**config.mk**
```make
export PLATFORM = sky130hd
export DESIGN_NAME = reset_irq_vectoring
export DESIGN_NICKNAME = d
export VERILOG_FILES = /design/src/rtl/irq_vec_pkg.sv /design/src/rtl/bit_sync.sv /design/src/rtl/reset_irq_vectoring.sv
export SDC_FILE = /design/constraint.sdc
export NUM_CORES = 1
export LEC_CHECK = 0
export BUFFER_PORTS_ARGS = -buffer_cell sky130_fd_sc_hd__clkbuf_2
export CORE_MARGIN = 8
export CORE_UTILIZATION = 45
export CTS_BUF_LIST = sky130_fd_sc_hd__clkbuf_8 sky130_fd_sc_hd__clkbuf_16
export DETAILED_ROUTE_END_ITERATION = 10
export PLACE_DENSITY = 0.71
export SLEW_MARGIN = 30
export SYNTH_ARGS = -nofsm -noshare
export SYNTH_HDL_FRONTEND = slang
export SYNTH_SLANG_ARGS = --single-unit
```
**constraint.sdc**
```tcl
create_clock -name SYS_CLK -period 2.75 [get_ports SYS_CLK]
set_input_delay 0.55 -clock SYS_CLK [delete_from_list [all_inputs] [get_ports SYS_CLK]]
set_output_delay 0.55 -clock SYS_CLK [all_outputs]
set_load 0.05 [all_outputs]
```
**src/rtl/irq_vec_pkg.sv**
```systemverilog
// shared constants and types for the reset and interrupt vectoring block
package irq_vec_pkg;
    // register byte addresses
    localparam logic [7:0]  ADDR_SERIAL_STATUS = 8'h2E;
    localparam logic [7:0]  ADDR_SERIAL_DATA   = 8'h2F;
    localparam logic [7:0]  ADDR_SYS_OPTIONS   = 8'h39;
    localparam logic [7:0]  ADDR_PROMOTED_SEL  = 8'h3C;
    // system_options and serial status field positions
    localparam int          OPT_CONV_PWR_BIT   = 7;
    localparam int          OPT_CONV_CLK_BIT   = 6;
    localparam int          OPT_EDGE_SEL_BIT   = 5;
    localparam int          OPT_EXIT_DELAY_BIT = 4;
    localparam int          OPT_MON_ON_BIT     = 3;
    localparam int          OPT_MON_FORCE_BIT  = 2;
    localparam int          OPT_RATE_HI        = 1;
    localparam int          OPT_RATE_LO        = 0;
    localparam int          STAT_RX_FULL_BIT = 5;
    // reset values
    localparam logic [7:0]  SYS_OPTIONS_RESET = 8'h10;
    localparam logic [4:0]  PROMOTED_RESET    = 5'h06;
    // vector codes: vector address = FFFE minus twice the code
    localparam logic [4:0]  CODE_EXT_RESET  = 5'h00;
    localparam logic [4:0]  CODE_CLK_FAIL   = 5'h01;
    localparam logic [4:0]  CODE_WDOG_FAIL  = 5'h02;
    localparam logic [4:0]  CODE_ILLEGAL_OP = 5'h03;
    localparam logic [4:0]  CODE_SW_INT     = 5'h04;
    localparam logic [4:0]  CODE_X_PIN      = 5'h05;
    localparam logic [4:0]  CODE_EXT_IRQ    = 5'h06;
    localparam logic [4:0]  CODE_SERIAL     = 5'h14;
    localparam logic [4:0]  CODE_LAST       = 5'h14;
    localparam logic [15:0] VEC_TOP         = 16'hFFFE;
    localparam logic [9:0]  VEC_TABLE_PAGE  = 10'h3FF;
    localparam int          NUM_MASKABLE    = 19;
    localparam int          NUM_TIMER       = 9;
    localparam int          FIRST_SERIAL    = 14;
    // handler address page, arbitrary value
    localparam logic [2:0]  HANDLER_PAGE    = 3'h4;
    // timing: clock period and stop delay in ns, counts in clock cycles
    localparam int          CLK_PERIOD_NS      = 10;
    localparam logic [6:0]  BOOT_WINDOW_CYCLES = 7'h40;
    localparam int          STOP_DELAY_NS      = 40000;
    localparam logic [11:0] STOP_DELAY_CYCLES  =
        12'((STOP_DELAY_NS + CLK_PERIOD_NS - 1) / CLK_PERIOD_NS);
    // receive-full clearing sequence
    typedef enum logic [1:0] {
        RX_IDLE  = 2'b01,
        RX_ARMED = 2'b10
    } rx_seq_t;
endpackage : irq_vec_pkg

```
**src/rtl/bit_sync.sv**
```systemverilog
// two-stage synchroniser for asynchronous pin levels
`timescale 1ns/1ps
module bit_sync #(
    parameter int         WIDTH = 2,
    parameter logic [1:0] IDLE  = 2'h3
) (
    // clock and reset
    input  wire logic             clk,
    input  wire logic             rst_n,
    // levels
    input  wire logic [WIDTH-1:0] d,
    output logic      [WIDTH-1:0] q
);
    logic [WIDTH-1:0] meta;

    always_ff @(posedge clk or negedge rst_n)
    begin
        if (!rst_n)
        begin
            meta <= IDLE;
            q    <= IDLE;
        end
        else
        begin
            meta <= d;
            q    <= meta;
        end
    end
endmodule : bit_sync

```
**src/rtl/reset_irq_vectoring.sv**
```systemverilog
// reset and interrupt vectoring with system options and promotion select
//
// Decided for this implementation: the address-and-strobe port.
`timescale 1ns/1ps
module reset_irq_vectoring
    import irq_vec_pkg::*;
(
    // clock and reset
    input  wire logic                 SYS_CLK,
    input  wire logic                 RST_N,
    // register port
    input  wire logic [7:0]           ADDR,
    input  wire logic [7:0]           WDATA,
    input  wire logic                 WR,
    input  wire logic                 RD,
    output logic      [7:0]           RDATA,
    // core status
    input  wire logic                 GLOBAL_IRQ_MASK,
    input  wire logic                 X_MASK,
    input  wire logic                 SPECIAL_MODE,
    input  wire logic                 ILLEGAL_OP,
    input  wire logic                 SW_INT,
    input  wire logic                 VEC_ACK,
    // vector fetch
    input  wire logic                 VEC_FETCH,
    input  wire logic [15:0]          VEC_FETCH_ADDR,
    output logic      [7:0]           VEC_DATA,
    output logic                      VEC_PENDING,
    output logic      [15:0]          VEC_ADDR,
    // reset sources
    input  wire logic                 CLK_MON_FAIL,
    input  wire logic                 WATCHDOG_FAIL,
    input  wire logic                 WATCHDOG_DISABLE,
    output logic                      SYS_RESET_REQ,
    // pins, active low
    input  wire logic                 IRQ_N,
    input  wire logic                 X_PIN_N,
    // peripheral flags and enables
    input  wire logic                 TICK_FLAG,
    input  wire logic                 PERIODIC_TICK_IRQ_EN,
    input  wire logic [NUM_TIMER-1:0] TIMER_FLAG,
    input  wire logic [NUM_TIMER-1:0] TIMER_IRQ_EN,
    input  wire logic                 PULSE_OVF_FLAG,
    input  wire logic                 PULSE_COUNT_OVF_IRQ_EN,
    input  wire logic                 PULSE_EDGE_FLAG,
    input  wire logic                 PULSE_EDGE_IRQ_EN,
    input  wire logic                 SPI_DONE_FLAG,
    input  wire logic                 SERIAL_PERIPH_DONE_IRQ_EN,
    input  wire logic                 RX_FULL_SET,
    input  wire logic                 OVERRUN_FLAG,
    input  wire logic                 TX_EMPTY_FLAG,
    input  wire logic                 TX_DONE_FLAG,
    input  wire logic                 IDLE_FLAG,
    input  wire logic                 RX_FULL_IRQ_EN,
    input  wire logic                 TX_EMPTY_IRQ_EN,
    input  wire logic                 TX_DONE_IRQ_EN,
    input  wire logic                 IDLE_LINE_IRQ_EN,
    output logic                      RX_FULL,
    // stop mode
    input  wire logic                 STOP_EXIT,
    output logic                      RESUME,
    // option outputs
    output logic                      CONV_POWER_UP,
    output logic                      CONV_CLOCK_SOURCE_SEL,
    output logic      [1:0]           WATCHDOG_RATE_SEL,
    output logic                      CLK_MON_ACTIVE
);
    typedef struct packed {
        logic [7:0]  opt;
        logic        once_done;
        logic [6:0]  boot_cnt;
        logic        mon_forced;
        logic [4:0]  psel;
        logic        rx_full;
        rx_seq_t     rx_seq;
        logic [1:0]  pin_s3;
        logic [1:0]  pin_filt;
        logic        irq_edge;
        logic        rst_pend;
        logic [4:0]  rst_code;
        logic [11:0] stop_cnt;
        logic        resume;
        logic        sys_reset_req;
        logic        vec_pending;
        logic [4:0]  vec_code;
        logic [15:0] vec_addr;
        logic [7:0]  vec_data;
        logic [7:0]  rdata;
        logic        clk_mon_active;
    } state_t;

    localparam state_t STATE_RESET = '{
        opt: SYS_OPTIONS_RESET, once_done: 1'b0, boot_cnt: 7'h00,
        mon_forced: 1'b0, psel: PROMOTED_RESET, rx_full: 1'b0,
        rx_seq: RX_IDLE, pin_s3: 2'h3, pin_filt: 2'h3, irq_edge: 1'b0,
        rst_pend: 1'b1, rst_code: CODE_EXT_RESET, stop_cnt: 12'h000,
        resume: 1'b0, sys_reset_req: 1'b0, vec_pending: 1'b0,
        vec_code: 5'h00, vec_addr: 16'h0000, vec_data: 8'h00,
        rdata: 8'h00, clk_mon_active: 1'b0
    };

    logic                    rst_meta;
    logic                    rst_n;
    logic [1:0]              pin_s2;
    logic [NUM_MASKABLE-1:0] pend;
    state_t                  s;
    state_t                  next_s;

    // reset released through two flops, asserted at once
    always_ff @(posedge SYS_CLK or negedge RST_N)
    begin
        if (!RST_N)
        begin
            rst_meta <= 1'b0;
            rst_n    <= 1'b0;
        end
        else
        begin
            rst_meta <= 1'b1;
            rst_n    <= rst_meta;
        end
    end

    // bit 1 is the external pin, bit 0 the x pin
    bit_sync #(.WIDTH(2), .IDLE(2'h3)) u_pin_sync (
        .clk   (SYS_CLK),
        .rst_n (rst_n),
        .d     ({IRQ_N, X_PIN_N}),
        .q     (pin_s2)
    );

    always_comb
    begin
        logic        ext_req;
        logic        wr_opt;
        logic        protect_ok;
        logic [4:0]  best;
        logic [4:0]  psel_eff;
        logic        promo_hit;
        logic [4:0]  code;
        logic [4:0]  fcode;
        logic [15:0] handler;
        ext_req    = 1'b0;
        wr_opt     = 1'b0;
        protect_ok = 1'b0;
        best       = 5'h00;
        psel_eff   = 5'h00;
        promo_hit  = 1'b0;
        code       = 5'h00;
        fcode      = 5'h00;
        handler    = 16'h0000;
        next_s     = s;

        // third stage; a level counts once stages two and three agree
        next_s.pin_s3 = pin_s2;
        for (int i = 0; i < 2; i++)
        begin
            if (pin_s2[i] == s.pin_s3[i])
                next_s.pin_filt[i] = s.pin_s3[i];
        end
        // falling edge latch; set wins over the acknowledge
        if (s.vec_pending && VEC_ACK && s.vec_code == CODE_EXT_IRQ)
            next_s.irq_edge = 1'b0;
        if (s.pin_filt[1] && !next_s.pin_filt[1])
            next_s.irq_edge = 1'b1;
        ext_req = s.opt[OPT_EDGE_SEL_BIT] ? s.irq_edge : !s.pin_filt[1];

        // maskable requests gated by local enables, pin has none
        pend[0]  = ext_req;
        pend[1]  = TICK_FLAG && PERIODIC_TICK_IRQ_EN;
        pend[10:2] = TIMER_FLAG & TIMER_IRQ_EN;
        pend[11] = PULSE_OVF_FLAG && PULSE_COUNT_OVF_IRQ_EN;
        pend[12] = PULSE_EDGE_FLAG && PULSE_EDGE_IRQ_EN;
        pend[13] = SPI_DONE_FLAG && SERIAL_PERIPH_DONE_IRQ_EN;
        pend[14] = s.rx_full && RX_FULL_IRQ_EN;
        pend[15] = OVERRUN_FLAG && RX_FULL_IRQ_EN;
        pend[16] = TX_EMPTY_FLAG && TX_EMPTY_IRQ_EN;
        pend[17] = TX_DONE_FLAG && TX_DONE_IRQ_EN;
        pend[18] = IDLE_FLAG && IDLE_LINE_IRQ_EN;

        // fixed order, lowest index first; serial group folds to one code
        for (int i = NUM_MASKABLE - 1; i >= 0; i--)
        begin
            if (pend[i])
                best = (i >= FIRST_SERIAL) ? CODE_SERIAL : 5'(i + 6);
        end
        psel_eff = (s.psel >= CODE_EXT_IRQ && s.psel <= CODE_LAST)
                 ? s.psel : CODE_EXT_IRQ;
        if (psel_eff == CODE_SERIAL)
            promo_hit = |pend[NUM_MASKABLE-1:FIRST_SERIAL];
        else
            promo_hit = pend[5'(psel_eff - CODE_EXT_IRQ)];

        // arbitration: resets, instruction traps, x pin, then maskable
        if (s.rst_pend)
            code = s.rst_code;
        else if (ILLEGAL_OP)
            code = CODE_ILLEGAL_OP;
        else if (SW_INT)
            code = CODE_SW_INT;
        else if (!s.pin_filt[0] && !X_MASK)
            code = CODE_X_PIN;
        else if (!GLOBAL_IRQ_MASK && promo_hit)
            code = psel_eff;
        else
            code = best;
        next_s.vec_pending = s.rst_pend || ILLEGAL_OP || SW_INT
                           || (!s.pin_filt[0] && !X_MASK)
                           || (!GLOBAL_IRQ_MASK && |pend);
        next_s.vec_code = code;
        next_s.vec_addr = VEC_TOP - {10'h000, code, 1'b0};

        // reset causes; the lower number keeps the slot
        if (s.rst_pend && VEC_ACK && s.vec_code == s.rst_code)
            next_s.rst_pend = 1'b0;
        next_s.sys_reset_req = 1'b0;
        if (WATCHDOG_FAIL && !WATCHDOG_DISABLE
            && !(next_s.rst_pend && next_s.rst_code < CODE_WDOG_FAIL))
        begin
            next_s.rst_pend      = 1'b1;
            next_s.rst_code      = CODE_WDOG_FAIL;
            next_s.sys_reset_req = 1'b1;
        end
        if (CLK_MON_FAIL && s.clk_mon_active
            && !(next_s.rst_pend && next_s.rst_code == CODE_EXT_RESET))
        begin
            next_s.rst_pend      = 1'b1;
            next_s.rst_code      = CODE_CLK_FAIL;
            next_s.sys_reset_req = 1'b1;
        end

        // forced monitor latches until reset
        if (s.opt[OPT_MON_FORCE_BIT])
            next_s.mon_forced = 1'b1;
        next_s.clk_mon_active = s.opt[OPT_MON_ON_BIT] || s.mon_forced;

        // boot window counter stops at its end
        if (s.boot_cnt < BOOT_WINDOW_CYCLES)
            next_s.boot_cnt = s.boot_cnt + 7'h01;

        // register writes
        wr_opt     = WR && ADDR == ADDR_SYS_OPTIONS;
        protect_ok = SPECIAL_MODE
                   || (!s.once_done && s.boot_cnt < BOOT_WINDOW_CYCLES);
        if (wr_opt)
        begin
            next_s.opt[OPT_CONV_PWR_BIT] = WDATA[OPT_CONV_PWR_BIT];
            next_s.opt[OPT_CONV_CLK_BIT] = WDATA[OPT_CONV_CLK_BIT];
            next_s.opt[OPT_MON_ON_BIT]   = WDATA[OPT_MON_ON_BIT];
            if (protect_ok)
            begin
                next_s.opt[OPT_EDGE_SEL_BIT]   = WDATA[OPT_EDGE_SEL_BIT];
                next_s.opt[OPT_EXIT_DELAY_BIT] = WDATA[OPT_EXIT_DELAY_BIT];
                next_s.opt[OPT_MON_FORCE_BIT]  = WDATA[OPT_MON_FORCE_BIT];
                next_s.opt[OPT_RATE_HI:OPT_RATE_LO] = WDATA[OPT_RATE_HI:OPT_RATE_LO];
                next_s.once_done = !SPECIAL_MODE;
            end
        end
        // a write with interrupts enabled is dropped silently
        if (WR && ADDR == ADDR_PROMOTED_SEL && GLOBAL_IRQ_MASK)
            next_s.psel = WDATA[4:0];

        // receive full: status read while set, then data read clears it
        case (s.rx_seq)
            RX_IDLE:
            begin
                if (RD && ADDR == ADDR_SERIAL_STATUS && s.rx_full)
                    next_s.rx_seq = RX_ARMED;
            end
            RX_ARMED:
            begin
                if (RD && ADDR == ADDR_SERIAL_DATA)
                begin
                    next_s.rx_full = 1'b0;
                    next_s.rx_seq  = RX_IDLE;
                end
            end
            default:
                next_s.rx_seq = RX_IDLE;
        endcase
        if (RX_FULL_SET)
            next_s.rx_full = 1'b1;

        // register reads, one cycle later; unmapped reads as zero
        next_s.rdata = 8'h00;
        if (RD)
        begin
            case (ADDR)
                ADDR_SYS_OPTIONS:   next_s.rdata = s.opt;
                ADDR_PROMOTED_SEL:  next_s.rdata = {3'h0, s.psel};
                ADDR_SERIAL_STATUS: next_s.rdata = 8'(s.rx_full) << STAT_RX_FULL_BIT;
                default:            next_s.rdata = 8'h00;
            endcase
        end

        // vector table: slot code from the address, high byte first
        next_s.vec_data = 8'h00;
        fcode   = ~VEC_FETCH_ADDR[5:1];
        handler = {HANDLER_PAGE, fcode, 8'h00};
        if (VEC_FETCH && VEC_FETCH_ADDR[15:6] == VEC_TABLE_PAGE && fcode <= CODE_LAST)
            next_s.vec_data = VEC_FETCH_ADDR[0] ? handler[7:0] : handler[15:8];

        // stop exit: count the stabilisation delay only when enabled
        next_s.resume = 1'b0;
        if (s.stop_cnt != 12'h000)
        begin
            next_s.stop_cnt = s.stop_cnt - 12'h001;
            next_s.resume   = s.stop_cnt == 12'h001;
        end
        else if (STOP_EXIT)
        begin
            if (s.opt[OPT_EXIT_DELAY_BIT])
                next_s.stop_cnt = STOP_DELAY_CYCLES;
            else
                next_s.resume = 1'b1;
        end
    end

    always_ff @(posedge SYS_CLK or negedge rst_n)
    begin
        if (!rst_n)
            s <= STATE_RESET;
        else
            s <= next_s;
    end

    assign RDATA                 = s.rdata;
    assign VEC_DATA              = s.vec_data;
    assign VEC_PENDING           = s.vec_pending;
    assign VEC_ADDR              = s.vec_addr;
    assign SYS_RESET_REQ         = s.sys_reset_req;
    assign RX_FULL               = s.rx_full;
    assign RESUME                = s.resume;
    assign CONV_POWER_UP         = s.opt[OPT_CONV_PWR_BIT];
    assign CONV_CLOCK_SOURCE_SEL = s.opt[OPT_CONV_CLK_BIT];
    assign WATCHDOG_RATE_SEL     = s.opt[OPT_RATE_HI:OPT_RATE_LO];
    assign CLK_MON_ACTIVE        = s.clk_mon_active;
endmodule : reset_irq_vectoring

```
# [Yosys cells after proc, flatten, opt, wreduce, memory -nomap -nowiden]
# Index checks and enable logic that the tools add are counted.
[op_classes] add_sub_neg=4 n_mul=0 div=0 magnitude_cmp=6 eq_ne=15 shift=0 n_mux=50 bitwise_logic=2 reduce_logical=62
[op_table] op="$mux W5" n=25
[op_table] op="$logic_and A1 B1 Y1" n=33
[op_table] op="$eq A8 B6 Y1 const B" n=4
[op_table] op="$mux W13" n=2
[op_table] op="$mux W8" n=3
[op_table] op="$pmux W8 S3" n=1
[op_table] op="$reduce_or A19 Y1" n=1
[op_table] op="$eq A12 B1 Y1 const B" n=1
[op_table] op="$mux W1" n=12
[op_table] op="$mux W12" n=1
[op_table] op="$mux W6" n=2
[op_table] op="$reduce_bool A12 Y1" n=1
[op_table] op="$sub A12 B1 Y12 const B" n=1
[op_table] op="$eq A10 B10 Y1 const B" n=1
[op_table] op="$le A5 B5 Y1 const B" n=2
[op_table] op="$logic_not A1 Y1" n=10
[op_table] op="$reduce_bool A2 Y1" n=5
[op_table] op="$and A9 B9 Y9" n=1
[op_table] op="$reduce_and A2 Y1" n=4
[op_table] op="$sub A2 B7 Y8 const A" n=1
[op_table] op="$add A7 B1 Y7 const B" n=1
[op_table] op="$lt A7 B7 Y1 const B" n=1
[op_table] op="$logic_or A1 B1 Y1" n=6
[op_table] op="$lt A5 B6 Y1 const B" n=1
[op_table] op="17 further kinds" n=19
[totals] ff_bits=87 latchBits=0 mem_bits_rw=0 rom_bits=0 mem_count=0

# [Depth between registers and ports, before layout]
[logic_depth] depth_word=26 ltp_mapped=14

# [Hierarchy]
# A second synthesis with hierarchy kept.
[unflattened] cells_unflattened=431 area_unflattened_um2=4390.5
[by_module_without_submodules] mod="reset_irq_vectoring" n_inst=1 cells_per_inst=427 area_per_inst_um2=4285.4 seq_area_each_um2=1988.2
[by_module_without_submodules] mod="bit_sync" n_inst=1 cells_per_inst=4 area_per_inst_um2=105.1 seq_area_each_um2=105.1

# [Worst setup path before layout]
# Ideal clock, no wire load.
[synth_timing] path_kind="register to register" start="register s[70] in the netlist's numbering" end="register s (netlist bit VEC_ADDR[2])" setup_time_ps=126 arrival_time_ps=2853 required_time_ps=2624 slack_ps=-229 path_stages_with_launch=14 path_buffers=1 path_cell_list="dfrtp_1 -> and2b_2 -> nand2_1 -> a21o_1 -> ha_1 -> clkbuf_1 -> nand3_1 -> o21a_1 -> o22a_2 -> nor3_1 -> a311oi_2 -> a211oi_4 -> mux2i_1 -> o32a_1"
[synth_rtl] element="start, declared" line_no="reset_irq_vectoring.sv:106" text="state_t s;"
[synth_rtl] element="start signal, assigned" line_no="reset_irq_vectoring.sv:324" text="s <= next_s;"

==> metrics.cfg <==
[route]
drt_iter0_drc=163
vias=3332
ant_nets=0
wirelength_um=9890
drtPass1Iterations=4
drc=0
avgViaCountPerCell=5.28
wl_per_cell_um=15.7

[layout]
syn_to_final_growth_pct=20.1
layout_commonest_cell=clkbuf_2
seqCellArea_um2=2100
multiInputGateArea_um2=1850
layout.cells.non_filler=631
diodes=0
finalNetCount=604
final_area_um2=5050
final_cell_mix=clkbuf_2 (121), dfrtp_1 (69), nand2_1 (42), nor2_1 (21), a21oi_1 (19)
drive_above_1_share=0.406
nFillCells=795
utilization=0.552

[power]
seq_power_share=0.485
p_comb_frac=0.279
p_sw_w=0.00118
leakagePower_nw=2.41
ir_drop_uv=435
p_sw_frac=0.354
finalPower_w=0.00333
p_int_w=0.00215
clock_power_share=0.236
powerDensity_nw_per_um2=659

[timing]
fmax_mhz=359
setup_ws_ns=-0.0331
worstMarginPinSlew_ns=0.593
setup_viol=6
hold_violations=0
rsz0062_at_grt=true
fin_skew_ns=0.00983
maxSlewHeadroom=0.605
drv_slew=0
hold-worst-slack_ns=0.286
post-route-period-util=1.01
finalCriticalPeriod_ns=2.78

[setup_path]
max_stage_delay_ns=0.61
rr_endpoint=s[35]$_DFF_PN0_
crit_type=flop to flop
r2r-start=s[69]$_DFFE_PN1P_
cp-end-kind=flop
cp.arrival_ns=3.01
r2r_setup_slack_ns=-0.03
crit_slowest_cell=dfstp_2
rr_worst_depth=12
cp_max_fo=8
cp-start-kind=flop
worstPathRequired_ns=2.98
crit_path_cell_trace=nand2_1 -> nand2_2 -> a21o_1 -> ha_4 -> o21a_1 -> o22a_2 -> nor3_4 -> a311oi_2 -> a211oi_4 -> buf_4 -> mux2i_2 -> a21oi_1

[clocking]
cts_tree=yes
clock_sinks=83
htree_levels=3
clk_latency_ns=0.35
root_buffer=clkbuf_8
clkSlewWorstSetupHoldPaths_ns=0.09
numCtsBuffers=9
clk_path_buf_depth=2

[hold_path]
min_from=IRQ_N
whs_path_depth=1
whs_endpoint=u_pin_sync.meta[1]$_DFF_PN1_
min_path_type=input pin to flop

[yosys]
synth_flop_cell=dfrtp_1
synth_cell_types=60
synth_edf_count=0
yosys_warnings=0
synth_seq_cells=83
async_reset_ff_frac=1.00
avgSynthCellArea_um2=10.4
syn-cell-area_um2=4210
synth_seq_area_share=0.497
netlist_instances=403

[outcome]
violations=setup timing
outcome=complete, but fails checks

[global_routing]
grt_pass1_wl_um=16600
grt_start_max_net_pins=46
antenna_found_initial=0
grt-ovfl-total=0
grt_usage=0.159
grt_pass1_vias=3537

[placement]
numPlacedInstances=609
port_buffers=121
gp_congestion=0.842
place_area_um2=4790
dpl.hpwl_um=7800

[floorplanning]
initial_core_util=0.460
die_h_um=113
top_level_ports=125
die_area_um2=12700
coreArea_um2=9150
die_w_um=113
rows=35

[run]
maxCapViolations=0

worst max path at each step:
stage,start,end,slack [ns],cells past startpoint
after floorplan,s[70]$_DFFE_PN0P_,VEC_ADDR[2]$_DFF_PN0_,-0.03,13
after detailed placement,s[70]$_DFFE_PN0P_,VEC_ADDR[2]$_DFF_PN0_,-0.14,12
final,s[69]$_DFFE_PN1P_,s[35]$_DFF_PN0_,-0.03,12
after global routing,s[70]$_DFFE_PN0P_,VEC_ADDR[3]$_DFF_PN0_,-0.18,13
after CTS,s[70]$_DFFE_PN0P_,s[34]$_DFF_PN0_,-0.06,12
after global placement,s[70]$_DFFE_PN0P_,VEC_ADDR[2]$_DFF_PN0_,-0.06,12
state kept, by name, summed over array words and instances, names as in the netlist:
register	count
VEC_PENDING	1
RESUME	1
CONV_CLOCK_SOURCE_SEL	1
CONV_POWER_UP	1
u_pin_sync.meta	2
rst_meta	1
SYS_RESET_REQ	1
VEC_ADDR	6
CLK_MON_ACTIVE	1
WATCHDOG_RATE_SEL	2
s	48
RDATA	8
u_pin_sync.q	2
rst_n	1
VEC_DATA	6
RX_FULL	1
power groups by stage:
stage | registers (W) | clock network, W | logic (W)
global route | 0.00165 | 0.000871 | 0.00104
global placement | 0.00164 | 0 | 0.000865
detailed placement | 0.00164 | 0 | 0.000913
floorplan | 0.00163 | 0 | 0.000690
finish | 0.00161 | 0.000786 | 0.000930
CTS | 0.00162 | 0.000813 | 0.000927
cells by family (layout without fill, tap and decap cells):
kind of cell | after synthesis | in the layout | synth area share
compound gates | 82 | 82 | 0.136
xor+xnor | 14 | 14 | 0.0291
fa+ha+maj | 7 | 7 | 0.0196
buf+inv | 50 | 164 | 0.0773
flops | 83 | 83 | 0.497
mux | 25 | 25 | 0.0678
other cells | 2 | 5 | 0.00178
simple gates | 140 | 140 | 0.171
routing by layer:
metal  track usage  vias up  wire length [um]
li1              -     1618                 -
met1         0.192     1597              4210
met2         0.267      110              4880
met3        0.0511        7               743
met4        0.0450        0                56
met5             0        -                 0
stage by stage:
step                setup WS [ns]  setup TNS, ns
floorplan                 -0.0314        -0.0314
global placement          -0.0557        -0.0727
detailed placement         -0.143         -0.770
CTS                       -0.0552         -0.198
global route               -0.182          -1.31
finish                    -0.0331         -0.124
critical path, delay by kind of cell, from the launching register on:
family / cells / cell delay [ns]
AO/OA/AOI/OAI: 6 / 1.09
flip-flops: 1 / 0.61
AND/OR/NAND/NOR: 3 / 0.33
adder cells (fa/ha/maj): 1 / 0.24
multiplexers: 1 / 0.21
buffers and inverters: 1 / 0.18
what timing repair did:
item / CTS / global route
resized for setup: 3 / 6
buffers inserted: 3 / 2
pin swaps: 7 / 4
endpoints found under the setup margin: 10 / 10
hold buffers: 1 / 0
endpoints found under the hold margin: 2 / 0
synth_stat cells (3+ instances only):
cell type,count,area share
and3_1,4,0.0059
nand2b_1,6,0.0089
buf_4,34,0.061
ha_1,5,0.015
o21a_1,5,0.0089
dfrtp_1,70,0.42
o31ai_1,3,0.0054
nor2_1,21,0.019
nand4_1,5,0.0074
o21ai_0,12,0.014
nand3_1,17,0.020
nand2_1,43,0.038
nor2b_1,9,0.013
xor2_1,6,0.012
a22oi_1,7,0.012
a211oi_1,3,0.0054
mux2_2,18,0.048
inv_1,8,0.0071
and2_1,4,0.0059
clkbuf_1,7,0.0062
dfstp_2,13,0.081
a31oi_1,4,0.0059
or2_2,4,0.0059
nor4_1,4,0.0059
o211ai_1,5,0.0089
mux2i_1,6,0.014
a21o_1,5,0.0089
a21oi_1,20,0.024
nor3_1,7,0.0083
xnor2_1,8,0.017
nand3b_1,4,0.0071
area by class of cell:
| class | count | area share |
|---|---|---|
| Clock buffer | 9 | 0.0245 |
| Clock inverter | 7 | 0.0104 |
| Inverter | 8 | 0.00594 |
| Multi-Input combinational cell | 273 | 0.366 |
| Sequential cell | 83 | 0.415 |
| Tap cell | 111 | 0.0275 |
| Timing Repair Buffer | 140 | 0.151 |
Note: power is estimated with default switching activity, not from simulation.
